`src/ppm_defines.svh`:
```
// constants for the parallel-port floppy pin mux: register map, field positions, reset values
// assumes inclusion by bare name from the design files
`ifndef PIN_MUX_DEFINES_SVH
`define PIN_MUX_DEFINES_SVH
`define ADDR_CHIP_CFG5      4'h0
`define ADDR_DIG_OUT        4'h1
`define ADDR_CFG_CTRL       4'h2
`define ADDR_DSR            4'h3
`define ADDR_MUX_CTRL       4'h4
`define ADDR_STATUS         4'h5
`define CFG5_ROUTE_LO       5
`define CFG5_ROUTE_HI       6
`define CFG5_DISABLE_BIT    7
`define ROUTE_SEL_LOW       2'h1
`define ROUTE_SEL_HIGH      2'h2
`define MUX_EN_BIT          0
`define MUX_FOURDRV_BIT     1
`define MUX_HEAD_BIT        2
`define MUX_DIR_BIT         3
`define MUX_IR_OUT_BIT      4
`define RST_CHIP_CFG5       8'h00
`define RST_DIG_OUT         8'h00
`define RST_RATE            2'h0
`define RST_MUX_CTRL        8'h00
`endif

```
`src/ppm_pkg.sv`:
```
// types for the parallel-port floppy pin mux
// assumes the defines header is compiled alongside
package pin_mux_pkg;
  typedef enum logic [1:0] {
    ROUTE_PRINTER = 2'b00,
    ROUTE_FLOPPY  = 2'b01
  } route_mode_t;
endpackage : pin_mux_pkg

```
`src/drive_sel_if.sv`:
```
// interface carrying drive-select decode between the mux and its decoder
// assumes a single clock domain; purely combinational signals
`timescale 1ns/10ps
interface drive_sel_if;
  logic [1:0] drv_sel;
  logic       four_drive;
  logic       motor_0_n;
  logic       drv_sel_0_n;
  logic       drv_sel_1_n;
  modport ctrl (output drv_sel, output four_drive, output motor_0_n, input drv_sel_0_n, input drv_sel_1_n);
  modport dec  (input drv_sel, input four_drive, input motor_0_n, output drv_sel_0_n, output drv_sel_1_n);
endinterface : drive_sel_if

```
`src/drive_sel_decode.sv`:
```
// drive-select line encoder: decoded lines in 2-drive mode, encoded in 4-drive mode
// assumes inputs come from registers on the same clock
`timescale 1ns/10ps
module drive_sel_decode (
  drive_sel_if.dec ds
);
  // 2-drive: one active-low line per drive; 4-drive: select bits passed, qualified by motor 0
  wire dec0_n = ~(ds.drv_sel == 2'h0);
  wire dec1_n = ~(ds.drv_sel == 2'h1);
  wire enc0_n = ~ds.drv_sel[0] | ds.motor_0_n;
  wire enc1_n = ~ds.drv_sel[1] | ds.motor_0_n;
  assign ds.drv_sel_0_n = ds.four_drive ? enc0_n : dec0_n;
  assign ds.drv_sel_1_n = ds.four_drive ? enc1_n : dec1_n;
endmodule : drive_sel_decode

```
`src/parallel_port_floppy_pin_mux.sv`:
```
// parallel-port pins shared with floppy controller signals, plus infrared select pin direction
// assumes pins are synchronised here; parallel-port and floppy core signals are on sys_clk_in
`timescale 1ns/10ps
`include "ppm_defines.svh"

// What this block does
// select low and routing 01 puts floppy signals on parallel pins
// select high and routing 10 also puts floppy signals on parallel pins
// any other combination keeps normal parallel-port function
// data pins 0-5 and 7 become floppy inputs in floppy routing
// floppy outputs mapped onto data pin 6 and control pins
// rate bit 1 follows bit 1 of last written rate register, on density select always and on autofeed in floppy routing
// rate bit 0 follows bit 0 of last written rate register
// drive selects from output register bits 1:0, decoded or encoded
// motor enables active low from output register bits 5:4
// head select low for side 1, high for side 0
// direction active to step in, inactive to step out
// infrared select pins inputs after reset, pins 0-2 outputs when serial port enables
// each shared pin carries exactly one function at a time
// floppy routing only when mux enabled and config five bit 7 clear
// board drives printer-versus-floppy select to name connected device
module parallel_port_floppy_pin_mux (
  // clock and reset
  input  wire logic       sys_clk_in,
  input  wire logic       rst_in,
  // register port
  input  wire logic [3:0] reg_addr_in,
  input  wire logic [7:0] reg_wdata_in,
  input  wire logic       reg_wr_in,
  input  wire logic       reg_rd_in,
  output logic      [7:0] reg_rdata_out,
  // board select pin
  input  wire logic       printer_floppy_select_in,
  // parallel data pins
  input  wire logic [7:0] par_data_in,
  output logic      [7:0] par_data_out,
  output logic      [7:0] par_data_oe_out,
  // parallel control pins
  output logic            select_in_addr_strobe_out,
  output logic            autofeed_data_strobe_out,
  output logic            init_out,
  input  wire logic       ack_in,
  input  wire logic       error_in,
  input  wire logic       printer_selected_in,
  input  wire logic       paper_out_in,
  input  wire logic       busy_in,
  output logic      [4:0] ctrl_pin_oe_out,
  output logic      [4:0] ctrl_pin_val_out,
  // parallel port core side
  input  wire logic [7:0] pp_data_in,
  input  wire logic       pp_data_oe_in,
  input  wire logic       pp_slin_in,
  input  wire logic       pp_afd_in,
  input  wire logic       pp_init_in,
  output logic      [7:0] pp_data_out,
  output logic      [4:0] pp_status_out,
  // floppy core side
  input  wire logic       fdc_step_in,
  input  wire logic       fdc_write_gate_in,
  input  wire logic       fdc_write_data_in,
  output logic      [6:0] fdc_sense_out,
  output logic            motor_on_0_n_out,
  output logic            motor_on_1_n_out,
  output logic            drive_sel_0_n_out,
  output logic            head_side_select_n_out,
  output logic            head_dir_out,
  output logic            density_select_out,
  output logic            rate_bit_0_out,
  // infrared select pins
  input  wire logic [3:0] infrared_select_pins_in,
  output logic      [3:0] infrared_select_pins_out,
  output logic      [3:0] infrared_select_pins_oe_out,
  output logic      [3:0] infrared_id_out
);
  logic [7:0] chip_config_five_r;
  logic [7:0] digital_output_reg_r;
  logic [7:0] mux_ctrl_r;
  logic [1:0] rate_r;
  logic [1:0] rate_nxt;
  logic [7:0] rdata_nxt;
  // pin synchronisers: stage one feeds stage two only
  logic [7:0] pd_s1_r, pd_s2_r;
  logic [4:0] st_s1_r, st_s2_r;
  logic [3:0] ir_s1_r, ir_s2_r;
  logic       sel_s1_r, sel_s2_r;
  pin_mux_pkg::route_mode_t route_mode;

  always_ff @(posedge sys_clk_in or posedge rst_in) begin
    if (rst_in) begin
      pd_s1_r  <= 8'h00;
      pd_s2_r  <= 8'h00;
      st_s1_r  <= 5'h00;
      st_s2_r  <= 5'h00;
      ir_s1_r  <= 4'h0;
      ir_s2_r  <= 4'h0;
      sel_s1_r <= 1'b0;
      sel_s2_r <= 1'b0;
    end else begin
      pd_s1_r  <= par_data_in;
      pd_s2_r  <= pd_s1_r;
      st_s1_r  <= {busy_in, paper_out_in, printer_selected_in, error_in, ack_in};
      st_s2_r  <= st_s1_r;
      ir_s1_r  <= infrared_select_pins_in;
      ir_s2_r  <= ir_s1_r;
      sel_s1_r <= printer_floppy_select_in;
      sel_s2_r <= sel_s1_r;
    end
  end

  // register decode
  function automatic logic hit(input logic [3:0] a, input logic [3:0] ref_a, input logic stb);
    hit = stb && (a == ref_a);
  endfunction : hit

  wire wr_cfg5 = hit(reg_addr_in, `ADDR_CHIP_CFG5, reg_wr_in);
  wire wr_dig_out  = hit(reg_addr_in, `ADDR_DIG_OUT, reg_wr_in);
  wire wr_cfg_ctrl = hit(reg_addr_in, `ADDR_CFG_CTRL, reg_wr_in);
  wire wr_dsr  = hit(reg_addr_in, `ADDR_DSR, reg_wr_in);
  wire wr_mux  = hit(reg_addr_in, `ADDR_MUX_CTRL, reg_wr_in);

  // last written of the two rate registers wins
  assign rate_nxt = (wr_cfg_ctrl || wr_dsr) ? reg_wdata_in[1:0] : rate_r;

  always_ff @(posedge sys_clk_in or posedge rst_in) begin
    if (rst_in) begin
      chip_config_five_r   <= `RST_CHIP_CFG5;
      digital_output_reg_r <= `RST_DIG_OUT;
      mux_ctrl_r           <= `RST_MUX_CTRL;
      rate_r               <= `RST_RATE;
      reg_rdata_out        <= 8'h00;
    end else begin
      if (wr_cfg5) chip_config_five_r <= reg_wdata_in;
      if (wr_dig_out) digital_output_reg_r <= reg_wdata_in;
      if (wr_mux) mux_ctrl_r <= reg_wdata_in;
      rate_r        <= rate_nxt;
      reg_rdata_out <= rdata_nxt;
    end
  end

  wire [1:0] route_field = chip_config_five_r[`CFG5_ROUTE_HI:`CFG5_ROUTE_LO];
  wire mux_enabled  = mux_ctrl_r[`MUX_EN_BIT] && !chip_config_five_r[`CFG5_DISABLE_BIT];
  wire route_sel_lo = !sel_s2_r && (route_field == `ROUTE_SEL_LOW);
  wire route_sel_hi = sel_s2_r && (route_field == `ROUTE_SEL_HIGH);
  wire floppy_on    = mux_enabled && (route_sel_lo || route_sel_hi);
  assign route_mode = floppy_on ? pin_mux_pkg::ROUTE_FLOPPY : pin_mux_pkg::ROUTE_PRINTER;
  wire fl = (route_mode == pin_mux_pkg::ROUTE_FLOPPY);

  // readback: unmapped addresses read zero
  always_comb begin
    rdata_nxt = 8'h00;
    if (reg_rd_in) begin
      case (reg_addr_in)
        `ADDR_CHIP_CFG5: rdata_nxt = chip_config_five_r;
        `ADDR_DIG_OUT:   rdata_nxt = digital_output_reg_r;
        `ADDR_CFG_CTRL,
        `ADDR_DSR:       rdata_nxt = {6'h00, rate_r};
        `ADDR_MUX_CTRL:  rdata_nxt = mux_ctrl_r;
        `ADDR_STATUS:    rdata_nxt = {2'h0, ir_s2_r, sel_s2_r, fl};
        default:         rdata_nxt = 8'h00;
      endcase
    end
  end

  // drive select and motor lines
  drive_sel_if ds_if ();
  assign ds_if.drv_sel    = digital_output_reg_r[1:0];
  assign ds_if.four_drive = mux_ctrl_r[`MUX_FOURDRV_BIT];
  assign ds_if.motor_0_n  = ~digital_output_reg_r[4];
  drive_sel_decode u_dsel (
    .ds (ds_if.dec)
  );
  wire motor0_n = ~digital_output_reg_r[4];
  wire motor1_n = ~digital_output_reg_r[5];
  wire head_n   = ~mux_ctrl_r[`MUX_HEAD_BIT];
  wire dir_act  = mux_ctrl_r[`MUX_DIR_BIT];
  assign motor_on_0_n_out       = motor0_n;
  assign motor_on_1_n_out       = motor1_n;
  assign drive_sel_0_n_out      = ds_if.drv_sel_0_n;
  assign head_side_select_n_out = head_n;
  assign head_dir_out           = dir_act;
  assign density_select_out     = rate_r[1];
  assign rate_bit_0_out         = rate_r[0];

  // data pins: floppy mode drives only pin 6, the rest are inputs
  assign par_data_out    = fl ? {1'b0, rate_r[0], 6'h00} : pp_data_in;
  assign par_data_oe_out = fl ? 8'h40 : {8{pp_data_oe_in}};
  assign fdc_sense_out   = fl ? {pd_s2_r[7], pd_s2_r[5:0]} : 7'h00;
  assign pp_data_out     = fl ? 8'h00 : pd_s2_r;
  assign pp_status_out   = fl ? 5'h00 : st_s2_r;

  // control pins; ack/error/select/paper/busy become floppy outputs
  assign select_in_addr_strobe_out = fl ? fdc_step_in : pp_slin_in;
  assign autofeed_data_strobe_out  = fl ? rate_r[1] : pp_afd_in;
  assign init_out                  = fl ? dir_act : pp_init_in;
  assign ctrl_pin_oe_out           = fl ? 5'h1F : 5'h00;
  assign ctrl_pin_val_out          = fl ? {motor1_n, fdc_write_data_in, fdc_write_gate_in, head_n,
                                           ds_if.drv_sel_1_n} : 5'h00;

  // infrared select pins: inputs until serial port 2 asks for output on pins 0-2; pin 3 stays input
  wire ir_out_en = mux_ctrl_r[`MUX_IR_OUT_BIT];
  assign infrared_select_pins_oe_out = ir_out_en ? 4'h7 : 4'h0;
  assign infrared_select_pins_out    = 4'h0;
  assign infrared_id_out             = ir_s2_r;
endmodule : parallel_port_floppy_pin_mux

```
`config.mk`:
```
export PLATFORM = sky130hd
export DESIGN_NAME = parallel_port_floppy_pin_mux
export DESIGN_NICKNAME = d
export VERILOG_FILES = /design/src/ppm_pkg.sv /design/src/drive_sel_if.sv /design/src/drive_sel_decode.sv /design/src/parallel_port_floppy_pin_mux.sv
export VERILOG_INCLUDE_DIRS = /design/src
export SDC_FILE = /design/constraint.sdc
export NUM_CORES = 1
export LEC_CHECK = 0
export BUFFER_PORTS_ARGS = -buffer_cell sky130_fd_sc_hd__buf_4
export CAP_MARGIN = 10
export CORE_ASPECT_RATIO = 0.7
export CORE_UTILIZATION = 48
export DETAILED_ROUTE_END_ITERATION = 8
export GPL_ROUTABILITY_DRIVEN = 0
export GPL_TIMING_DRIVEN = 0
export HOLD_SLACK_MARGIN = 0.03
export PLACE_DENSITY = 0.8
export SLEW_MARGIN = 20
export SYNTH_ARGS = -nofsm -noshare
export SYNTH_HDL_FRONTEND = slang
export SYNTH_HIERARCHICAL = 1
export SYNTH_SLANG_ARGS = --single-unit
```
`constraint.sdc`:
```
create_clock -name sys_clk_in -period 2.7 [get_ports sys_clk_in]
set_clock_uncertainty 0.15 [all_clocks]
set_input_delay 0.135 -clock sys_clk_in [delete_from_list [all_inputs] [get_ports sys_clk_in]]
set_output_delay 0.135 -clock sys_clk_in [all_outputs]
set_load 0.02 [all_outputs]
```
Word-level counts from Yosys, hierarchy flattened
Index checks and enable logic that the tools add are counted.
Word-level totals
  bits in registers: 70
  input bits: 49
  output and inout port bits: 76
  logic and storage cells: 63
Cells by class
  eq/ne operators: 9
  mux-type cells: 16
  bitwise logic cells: 9
  reduce and logical (&&, ||, !) cells: 16
Operators by type and width (count)
  8-bit one-hot mux with 5 select lines: 1
  8-bit two-way mux: 4
  5-bit two-way mux: 3
  1-bit logical AND: 9
  4-bit by 2-bit equality test with 1-bit output, second input constant: 2
  4-bit by 3-bit equality test with 1-bit output, second input constant: 2
  7-bit two-way mux: 1
  1-bit NOT: 7
  1-bit two-way mux: 6
  2-bit by 1-bit equality test with 1-bit output, second input constant: 2
  4-bit by 1-bit equality test with 1-bit output, second input constant: 1
  4-bit logical NOT: 1
  3-bit two-way mux: 1
  2-bit equality test, second input constant: 1
  1-bit logical NOT: 2
  2-bit logical NOT: 1
  1-bit logical OR: 2
  1-bit OR: 2
  2-bit OR reduction: 1
  1-bit equality test, second input constant: 1

Longest topological paths before layout
Gate-level depths: netlist (run 1).
  depth in word-level cells: 8
  gate-level depth with buffers: 5
  depth with buffers taken out: 4

By module
Netlist (run 1), hierarchy kept.
Modules (own cells, without submodules)
  parallel_port_floppy_pin_mux: instances 1, cells each 219, area an instance 2949.1 um2, sequential area each 1751.7 um2
  drive_sel_decode: instances 1, cells each 5, area an instance 36.3 um2, sequential area each 0.0 um2

Worst setup path before layout (run 1)
Ideal clock, no wire load.
  path type: register to output
  start point: register chip_config_five_r[6]
  end point: output port par_data_oe_out[1]
  data arrival time: 1643 ps
  required time: 2415 ps
  setup slack: 772 ps
  cell stages (with the launch flop): 6
  path buffers: 2
  path through: dfrtp_1 and3b_1 o21ai_2 clkbuf_1 and2_1 buf_4
On the way
  cells in the longest elaborated chain, start to end: 7
  elaborated cells on any way between the ends: 9
  classes of those cells: eq/ne (3); mux (2); reduce/logical (4)
RTL lines
  from (decl): line parallel_port_floppy_pin_mux.sv:75  | logic [7:0] chip_config_five_r;
  from (signal assigned): line parallel_port_floppy_pin_mux.sv:126  | chip_config_five_r <= `RST_CHIP_CFG5;
  from (signal assigned): line parallel_port_floppy_pin_mux.sv:132  | if (wr_cfg5) chip_config_five_r <= reg_wdata_in;
  2-bit by 1-bit equality test with 1-bit output (no source line) or 2-bit equality test (tied branches)
  1-bit logical AND (on tied branches): line parallel_port_floppy_pin_mux.sv:142, parallel_port_floppy_pin_mux.sv:143
  1-bit logical OR (*): line parallel_port_floppy_pin_mux.sv:144  | wire floppy_on = mux_enabled && (route_sel_lo || route_sel_hi);
  1-bit logical AND (*): line parallel_port_floppy_pin_mux.sv:144
  1-bit two-way mux (*): line parallel_port_floppy_pin_mux.sv:145  | assign route_mode = floppy_on ? pin_mux_pkg::ROUTE_FLOPPY : pin_mux_pkg::ROUTE_PRINTER;
  1-bit equality test (*): line parallel_port_floppy_pin_mux.sv:146  | wire fl = (route_mode == pin_mux_pkg::ROUTE_FLOPPY);
  8-bit two-way mux (*): line parallel_port_floppy_pin_mux.sv:186  | assign par_data_oe_out = fl ? 8'h40 : {8{pp_data_oe_in}};
  to (decl): line parallel_port_floppy_pin_mux.sv:37  | output logic [7:0] par_data_oe_out,
Mark *: on every way between the ends. The rest lies on a longest branch, timed or not.

Worst setup path in the final report (run 1)
  start point: register sel_s2_r
  end point: output port par_data_oe_out[1]
On the way
  cells in the longest elaborated chain, start to end: 7
  elaborated cells on any way between the ends: 8
  classes of those cells: eq/ne (1); mux (2); reduce/logical (5)
RTL lines
  from (decl): line parallel_port_floppy_pin_mux.sv:85  | logic sel_s1_r, sel_s2_r;
  from (signal assigned): line parallel_port_floppy_pin_mux.sv:106  | sel_s2_r <= sel_s1_r;
  1-bit logical NOT: line parallel_port_floppy_pin_mux.sv:142  | wire route_sel_lo = !sel_s2_r && (route_field == `ROUTE_SEL_LOW);
  1-bit logical AND: line parallel_port_floppy_pin_mux.sv:142
  1-bit logical OR (*): line parallel_port_floppy_pin_mux.sv:144
  1-bit logical AND (*): line parallel_port_floppy_pin_mux.sv:144
  1-bit two-way mux (*): line parallel_port_floppy_pin_mux.sv:145
  1-bit equality test (*): line parallel_port_floppy_pin_mux.sv:146
  8-bit two-way mux (*): line parallel_port_floppy_pin_mux.sv:186
Marks and branches as above.

==> metrics.log, run 1 <==
INFO  metric synth-edff-count = 0
INFO  metric synthesis.area = 0.00299 mm2
INFO  metric fillers = 377
INFO  metric numPortBuffers = 117
INFO  metric synth.distinct_cells = 41
INFO  metric numClockSinks = 70
INFO  metric grt_max_degree = 51
INFO  metric tritoncts = done
INFO  metric totalWireLength = 7160 um
INFO  metric layout-drive-gt1-share = 0.453
INFO  metric drv_slew = 0
INFO  metric cpPeakStageDelay = 430 ps
INFO  metric detail_route_met2_wl = 3640 um
INFO  metric floorplan.initialDensity = 0.509
INFO  metric routed_via_density = 4.86
INFO  metric critPathMostFrequentCell = buf_4
INFO  metric transition_time_at_the_pin_with_the_least_slew_margin = 543 ps
INFO  metric antenna_left = 0
INFO  metric drtPass1Iterations = 4
INFO  metric finalNonFillerCells = 468
INFO  metric fin_nets = 438
INFO  metric achievable-frequency = 399 MHz
INFO  metric clk_latency = 340 ps
INFO  metric die_height = 68.0 um
INFO  metric die_x = 96.3 um
INFO  metric pin_count = 125
INFO  metric first_global_vias = 2334
INFO  metric synth_fa_ha_area_frac = 0
INFO  metric worstSetupPathType = reg2out
INFO  metric root_buffer = clkbuf_8
INFO  metric final.setup.tns = 0 ps
INFO  metric path_max_fanout = 10
INFO  metric count_of_inserted_antenna_diode_cells = 0
INFO  metric dpl_worst_slack = 413 ps
INFO  metric dr.first_iter.drc_count = 69
INFO  metric dr_total_vias = 2276
INFO  metric detail_route.drc_violations = 0
INFO  metric cp_data_arrival_time = 2220 ps
INFO  metric final-hold-violation-count = 0
INFO  metric outcome = finished, final reports clean
INFO  metric post-route-cell-area = 0.00453 mm2
INFO  metric detailed_place_hpwl = 4830 um
INFO  metric min-delay-path-class = in2reg
INFO  metric peakVddDrop = 0.000450 V
INFO  metric post-route-worst-setup-slack = 191 ps
INFO  metric synth_async_sr_flop_share = 1.00
INFO  metric synthesis.yosys.warnings = 6
INFO  metric min_period = 2510 ps
INFO  metric placeableCoreArea = 0.00587 mm2
INFO  metric cell_chain_critical_path = and3b_1, o21ai_4, clkbuf_1, and2_1, buf_4, buf_4
INFO  metric max_transition_margin = 0.638
INFO  metric startpoint_type = flop
INFO  metric main_combinational_cell_family_by_area_after_synthesis = multiplexers
INFO  metric synth_simple_gate_area_share = 0.155
INFO  metric total_setup_buffers_inserted_after_cts = 0
INFO  metric wl_met1 = 2890 um
INFO  metric synth-compound-area-share = 0.0335
INFO  metric route.detailed.wl_per_inst = 15.3 um
INFO  metric top_signal_layer_used = met4
INFO  metric cts.clk_slew.worst_paths = 70 ps
INFO  metric clk_path_buf_depth = 2
INFO  metric global_route_wire_length_before_repair = 11000 um
INFO  metric rsz0062_at_grt = false
INFO  metric seq_total_area_yosys = 0.587
INFO  metric setup_viol = 0
INFO  metric critical-path-slowest-cell = dfrtp_1
INFO  metric timing.critical_path.required = 2410 ps
INFO  metric overflow = 0
INFO  metric synth_xor_xnor_area_share = 0
INFO  metric placed_cells = 421
INFO  metric total_leakage_power = 2.24 nW
INFO  metric synth.area.mux_share = 0.155
INFO  metric power.density = 623 mW/mm2
INFO  metric fin_util = 0.771
INFO  metric number_of_max_cap_violations = 0
INFO  metric number_of_antenna_violations_at_the_first_check_in_global_routing = 0
INFO  metric grt_usage = 0.233
INFO  metric yosys_most_used_dff = dfrtp_1
INFO  metric synthesis.instances = 224
INFO  metric area_growth_syn_to_layout = 51.6%
INFO  metric met3_length = 540 um
INFO  metric synth_area_per_cell = 13.3 um2
INFO  metric placementRows = 23
INFO  metric die_footprint = 0.00654 mm2
INFO  metric placed_area = 0.00400 mm2
INFO  metric worst_setup_path_end_kind = primary output
INFO  metric h_tree_depth = 3
INFO  metric synth-seq-cells = 70
INFO  metric tritoncts.num_buffers = 9
INFO  metric period_share = 0.929
[worst paths after layout]
path,startpoint,to,slack (ps),cells after the start
worst max-delay path,sel_s2_r,par_data_oe_out[1],190,6
worst min-delay path,reg_addr_in[3],reg_rdata_out[6],60,3
worst max register to register,mux_ctrl_r[1],reg_rdata_out[1],700,4
worst min register to register,pd_s1_r[3],pd_s2_r[3],200,0
max in group asynchronous,rst_in,mux_ctrl_r[1],1730,4
min in group asynchronous,rst_in,mux_ctrl_r[6],170,3
[state kept, by name, summed over array words and instances, names as in the netlist, 2 cells and up]
| signal | cells |
|---|---|
| mux_ctrl_r | 8 |
| chip_config_five_r | 8 |
| pd_s1_r | 8 |
| st_s1_r | 5 |
| pd_s2_r | 8 |
| infrared_id_out | 4 |
| reg_rdata_out | 8 |
| rate_r | 2 |
| ir_s1_r | 4 |
| st_s2_r | 5 |
| digital_output_reg_r | 8 |
[repair_timing]
item | 4_1_cts | 5_1_grt
setup endpoints to repair | 0 | 6
gates resized for setup | 0 | 1
hold buffers | 32 | 0
endpoints found under the hold margin | 118 | 0
[cells by family after synthesis]
group                  count (synthesis)
muxes                                 41
buffers and inverters                 32
other                                  1
DFF                                   70
and+or+nand+nor                       66
AOI/OAI and AO/OA                     14
[placed cells by master, fill, tap and decap left out, drive strengths merged]
cell type and n:
buf 142, dfrtp 70, and2 32, dlygate4sd3 32
mux2 30, clkbuf 12, mux2i 10, nor2 8
inv 7, nand3b 5, conb 5, a21oi 4
o22a 4, nor2b 3, nand3 3, nor3b 3
and3b 2, a211o 2, clkinvlp 2, nand4b 2
o21ai 2, nand2 1, or3b 1, or3 1
mux4 1, or4 1, nor4bb 1, o211ai 1
a31oi 1, nand2b 1, and3 1, bufinv 1
clkinv 1, nor3 1
[final cells by class]
class / instances / area (um2) / share of cell area
plain buffers: 27 / 185 / 0.0409
repair buffers: 150 / 1230 / 0.271
clock buffers: 9 / 124 / 0.0274
inverters: 5 / 21.3 / 0.00470
well taps: 75 / 93.8 / 0.0207
flip-flops and latches: 70 / 1750 / 0.387
clock inverters: 6 / 71.3 / 0.0158
multi-input cells: 126 / 1050 / 0.233
[metal layers]
metal | GRT usage | vias up
li1 | - | 1072
met1 | 0.268 | 1096
met2 | 0.424 | 98
met3 | 0.0767 | 10
met4 | 0.0616 | 0
met5 | 0 | -
[synth_stat cells (2+ instances only)]
library cell | count | area, um2
nor3b_1 | 2 | 15.0
and3b_1 | 2 | 17.5
buf_4 | 19 | 143
nor2b_1 | 2 | 12.5
nor2_1 | 6 | 22.5
o22a_1 | 4 | 35.0
a21oi_1 | 4 | 20.0
and2_1 | 32 | 200
mux2_2 | 11 | 124
clkbuf_1 | 3 | 11.3
dfrtp_1 | 70 | 1750
nand3b_1 | 5 | 37.5
a211o_1 | 2 | 17.5
mux2_1 | 19 | 214
nand3_1 | 2 | 10.0
inv_1 | 4 | 15.0
buf_2 | 4 | 20.0
mux2i_1 | 10 | 100
[metrics by stage]
| step | hold slack [ps] | total power, mW |
|---|---|---|
| 2_1_floorplan | 16.4 | 1.67 |
| 3_3_place_gp | 94.1 | 1.94 |
| 3_5_place_dp | -38.2 | 1.97 |
| 4_1_cts | 52.6 | 2.82 |
| 5_1_grt | 77.7 | 2.96 |
| 6_report | 61.8 | 2.82 |
[worst max-delay path: cells and delay by family, from the launching register on]
family          cells  cell delay (ps)
compound gates      1              330
buf+inv             3              580
flops               1              430
simple gates        2              550
[power by group]
| part | leakage (nW) | switching (mW) | internal (mW) |
|---|---|---|---|
| clock | 0.0923 | 0.398 | 0.429 |
| combinational | 1.30 | 0.353 | 0.383 |
| sequential | 0.849 | 0.0875 | 1.17 |
Power figures use the tool's default switching activity.
==> run 2, diff against run 1 <==
BUFFER_PORTS_ARGS = unset   (was -buffer_cell sky130_fd_sc_hd__buf_4)
CORE_ASPECT_RATIO = 1.25   (was 0.7)
CORE_UTILIZATION = 62   (was 48)
DONT_BUFFER_PORTS = 1   (was unset)
PLACE_DENSITY = 0.78   (was 0.8)
==> metrics.log, run 2 (synthesized netlist as in run 1, its figures left out) <==
INFO  metric antenna_left = 0
INFO  metric total_leakage_power = 1.69 nW
INFO  metric setup_viol = 0
INFO  metric hold_path.startpoint = reg_addr_in[3]
INFO  metric worst_setup_path_end_kind = primary output
INFO  metric max_transition_margin = 0.650
INFO  metric period_share = 0.934
INFO  metric hold-path-cell-count = 3
INFO  metric transition_time_at_the_pin_with_the_least_slew_margin = 527 ps
INFO  metric critical_path.top_delay_family = simple AND/OR/NAND/NOR gates
INFO  metric achievable-frequency = 397 MHz
INFO  metric cpPeakStageDelay = 410 ps
INFO  metric fin_nets = 323
INFO  metric root_buffer = clkbuf_8
INFO  metric overflow = 0
INFO  metric final-hold-violation-count = 0
INFO  metric drv_slew = 0
INFO  metric floorplan.initialDensity = 0.659
INFO  metric rsz0062_at_grt = false
INFO  metric clk_latency = 340 ps
INFO  metric crit-reg2reg-launch = mux_ctrl_r[1]
INFO  metric dr.first_iter.drc_count = 171
INFO  metric worstPathBufferInverterCount = 2
INFO  metric route.detailed.wl_per_inst = 18.3 um
INFO  metric outcome = finished, final reports clean
INFO  metric power.density = 727 mW/mm2
INFO  metric totalWireLength = 6180 um
INFO  metric tritoncts = done
INFO  metric cell_chain_critical_path = and3b_1, o21ai_4, clkbuf_1, and2_1, buf_4
INFO  metric min-delay-path-class = in2reg
INFO  metric worstReg2RegEnd = reg_rdata_out[1]
INFO  metric critical-path-slowest-cell = dfrtp_1
INFO  metric path_max_fanout = 10
INFO  metric worstSetupPathType = reg2out
INFO  metric startpoint_type = flop
INFO  metric drtPass1Iterations = 4
INFO  metric placeableCoreArea = 0.00453 mm2
INFO  metric worst_hold_path.endpoint = reg_rdata_out[7]
INFO  metric total_setup_buffers_inserted_after_cts = 0
INFO  metric layout.area.seq = 0.00175 mm2
INFO  metric die_height = 79.6 um
INFO  metric dr_total_vias = 1890
INFO  metric clk_path_buf_depth = 2
INFO  metric number_of_max_cap_violations = 0
INFO  metric first_global_vias = 1912
INFO  metric fillers = 277
INFO  metric layout-drive-gt1-share = 0.222
INFO  metric die_footprint = 0.00510 mm2
INFO  metric detailed_place_hpwl = 4030 um
INFO  metric count_of_inserted_antenna_diode_cells = 0
INFO  metric placementRows = 27
INFO  metric area_growth_syn_to_layout = 22.6%
INFO  metric regToRegSetupSlack = 740 ps
INFO  metric tritoncts.num_buffers = 9
INFO  metric peakVddDrop = 0.000570 V
INFO  metric multi_input_comb_area = 0.00105 mm2
INFO  metric global_route_wire_length_before_repair = 9370 um
INFO  metric mostFrequentLayoutCells = dfrtp_1, dlygate4sd3_1, and2_1
INFO  metric numClockSinks = 70
INFO  metric pin_count = 125
INFO  metric cts.clk_slew.worst_paths = 70 ps
INFO  metric h_tree_depth = 3
INFO  metric holdWs = 53.9 ps
INFO  metric numPortBuffers = 0
INFO  metric routed_via_density = 5.61
INFO  metric worst_r2r_path_depth = 4
INFO  metric most_common_cell_after_layout_fill_and_taps_aside = dfrtp_1
INFO  metric timing.critical_path.required = 2410 ps
INFO  metric number_of_antenna_violations_at_the_first_check_in_global_routing = 0
INFO  metric min_period = 2520 ps
INFO  metric detail_route.drc_violations = 0
INFO  metric final.setup.tns = 0 ps
INFO  metric die_x = 64.1 um
INFO  metric grt_max_degree = 55
INFO  metric grt_usage = 0.257
INFO  metric cp_data_arrival_time = 2240 ps
==> run 2: cell count changes in the layout (fill, tap and decap cells not counted) <==
cell / change
buf_4: -117
clkbuf_8: +2
clkinv_2: +2
clkinv_4: +1
clkinvlp_4: -2
dlygate4sd3_1: +2
inv_6: -2
==> run 2: worst max path at each step <==
stage,end,cells past startpoint,from
2_1_floorplan,chip_config_five_r[0],1,rst_in
3_3_place_gp,chip_config_five_r[7],1,rst_in
3_5_place_dp,par_data_oe_out[5],5,sel_s2_r
4_1_cts,par_data_oe_out[5],5,sel_s2_r
5_1_grt,par_data_oe_out[1],5,sel_s2_r
6_report,par_data_oe_out[5],5,sel_s2_r
==> run 2: per-layer routing <==
metal,vias to the layer above,GRT usage,wire (um)
met3,12,0.0900,444
met2,85,0.447,3340
li1,843,-,-
met5,-,0,0
met4,0,0.0864,95
met1,950,0.292,2300
==> run 2: stage by stage <==
step	power, mW	area, um2	instances	worst slack (ps)	utilization
after detailed placement	1.76	3100	287	437	0.685
after global placement	1.73	3070	286	229	0.679
after global routing	2.77	3660	337	58.5	0.808
after CTS	2.67	3650	337	37.8	0.807
after floorplan	1.67	3000	228	647	-
final	2.66	3660	337	178	0.808
==> run 2: layout make-up <==
| cell class | instances | area share |
|---|---|---|
| clock inverter | 5 | 0.0157 |
| inverter | 5 | 0.00581 |
| timing repair buffer | 35 | 0.101 |
| multi-input combinational | 126 | 0.288 |
| clock buffer | 11 | 0.0414 |
| tap | 58 | 0.0198 |
| buffer | 27 | 0.0506 |
| sequential | 70 | 0.479 |
==> run 2: what timing repair did <==
item / in CTS / in global routing
endpoints found under the setup margin: 0 / 6
resized for setup: 0 / 1
endpoints found under the hold margin: 122 / 0
hold buffers: 34 / 0
==> run 2: report_power, final <==
| group | switching, mW | internal (mW) | leakage, nW |
|---|---|---|---|
| Combinational | 0.302 | 0.224 | 0.729 |
| Clock | 0.383 | 0.477 | 0.109 |
| Sequential | 0.108 | 1.17 | 0.849 |
| Total | 0.793 | 1.87 | 1.69 |
==> run 2: tightest hold or removal path: stages <==
cell     delay [ps]
buf_2           190
a211o_1         120
a21oi_1          50
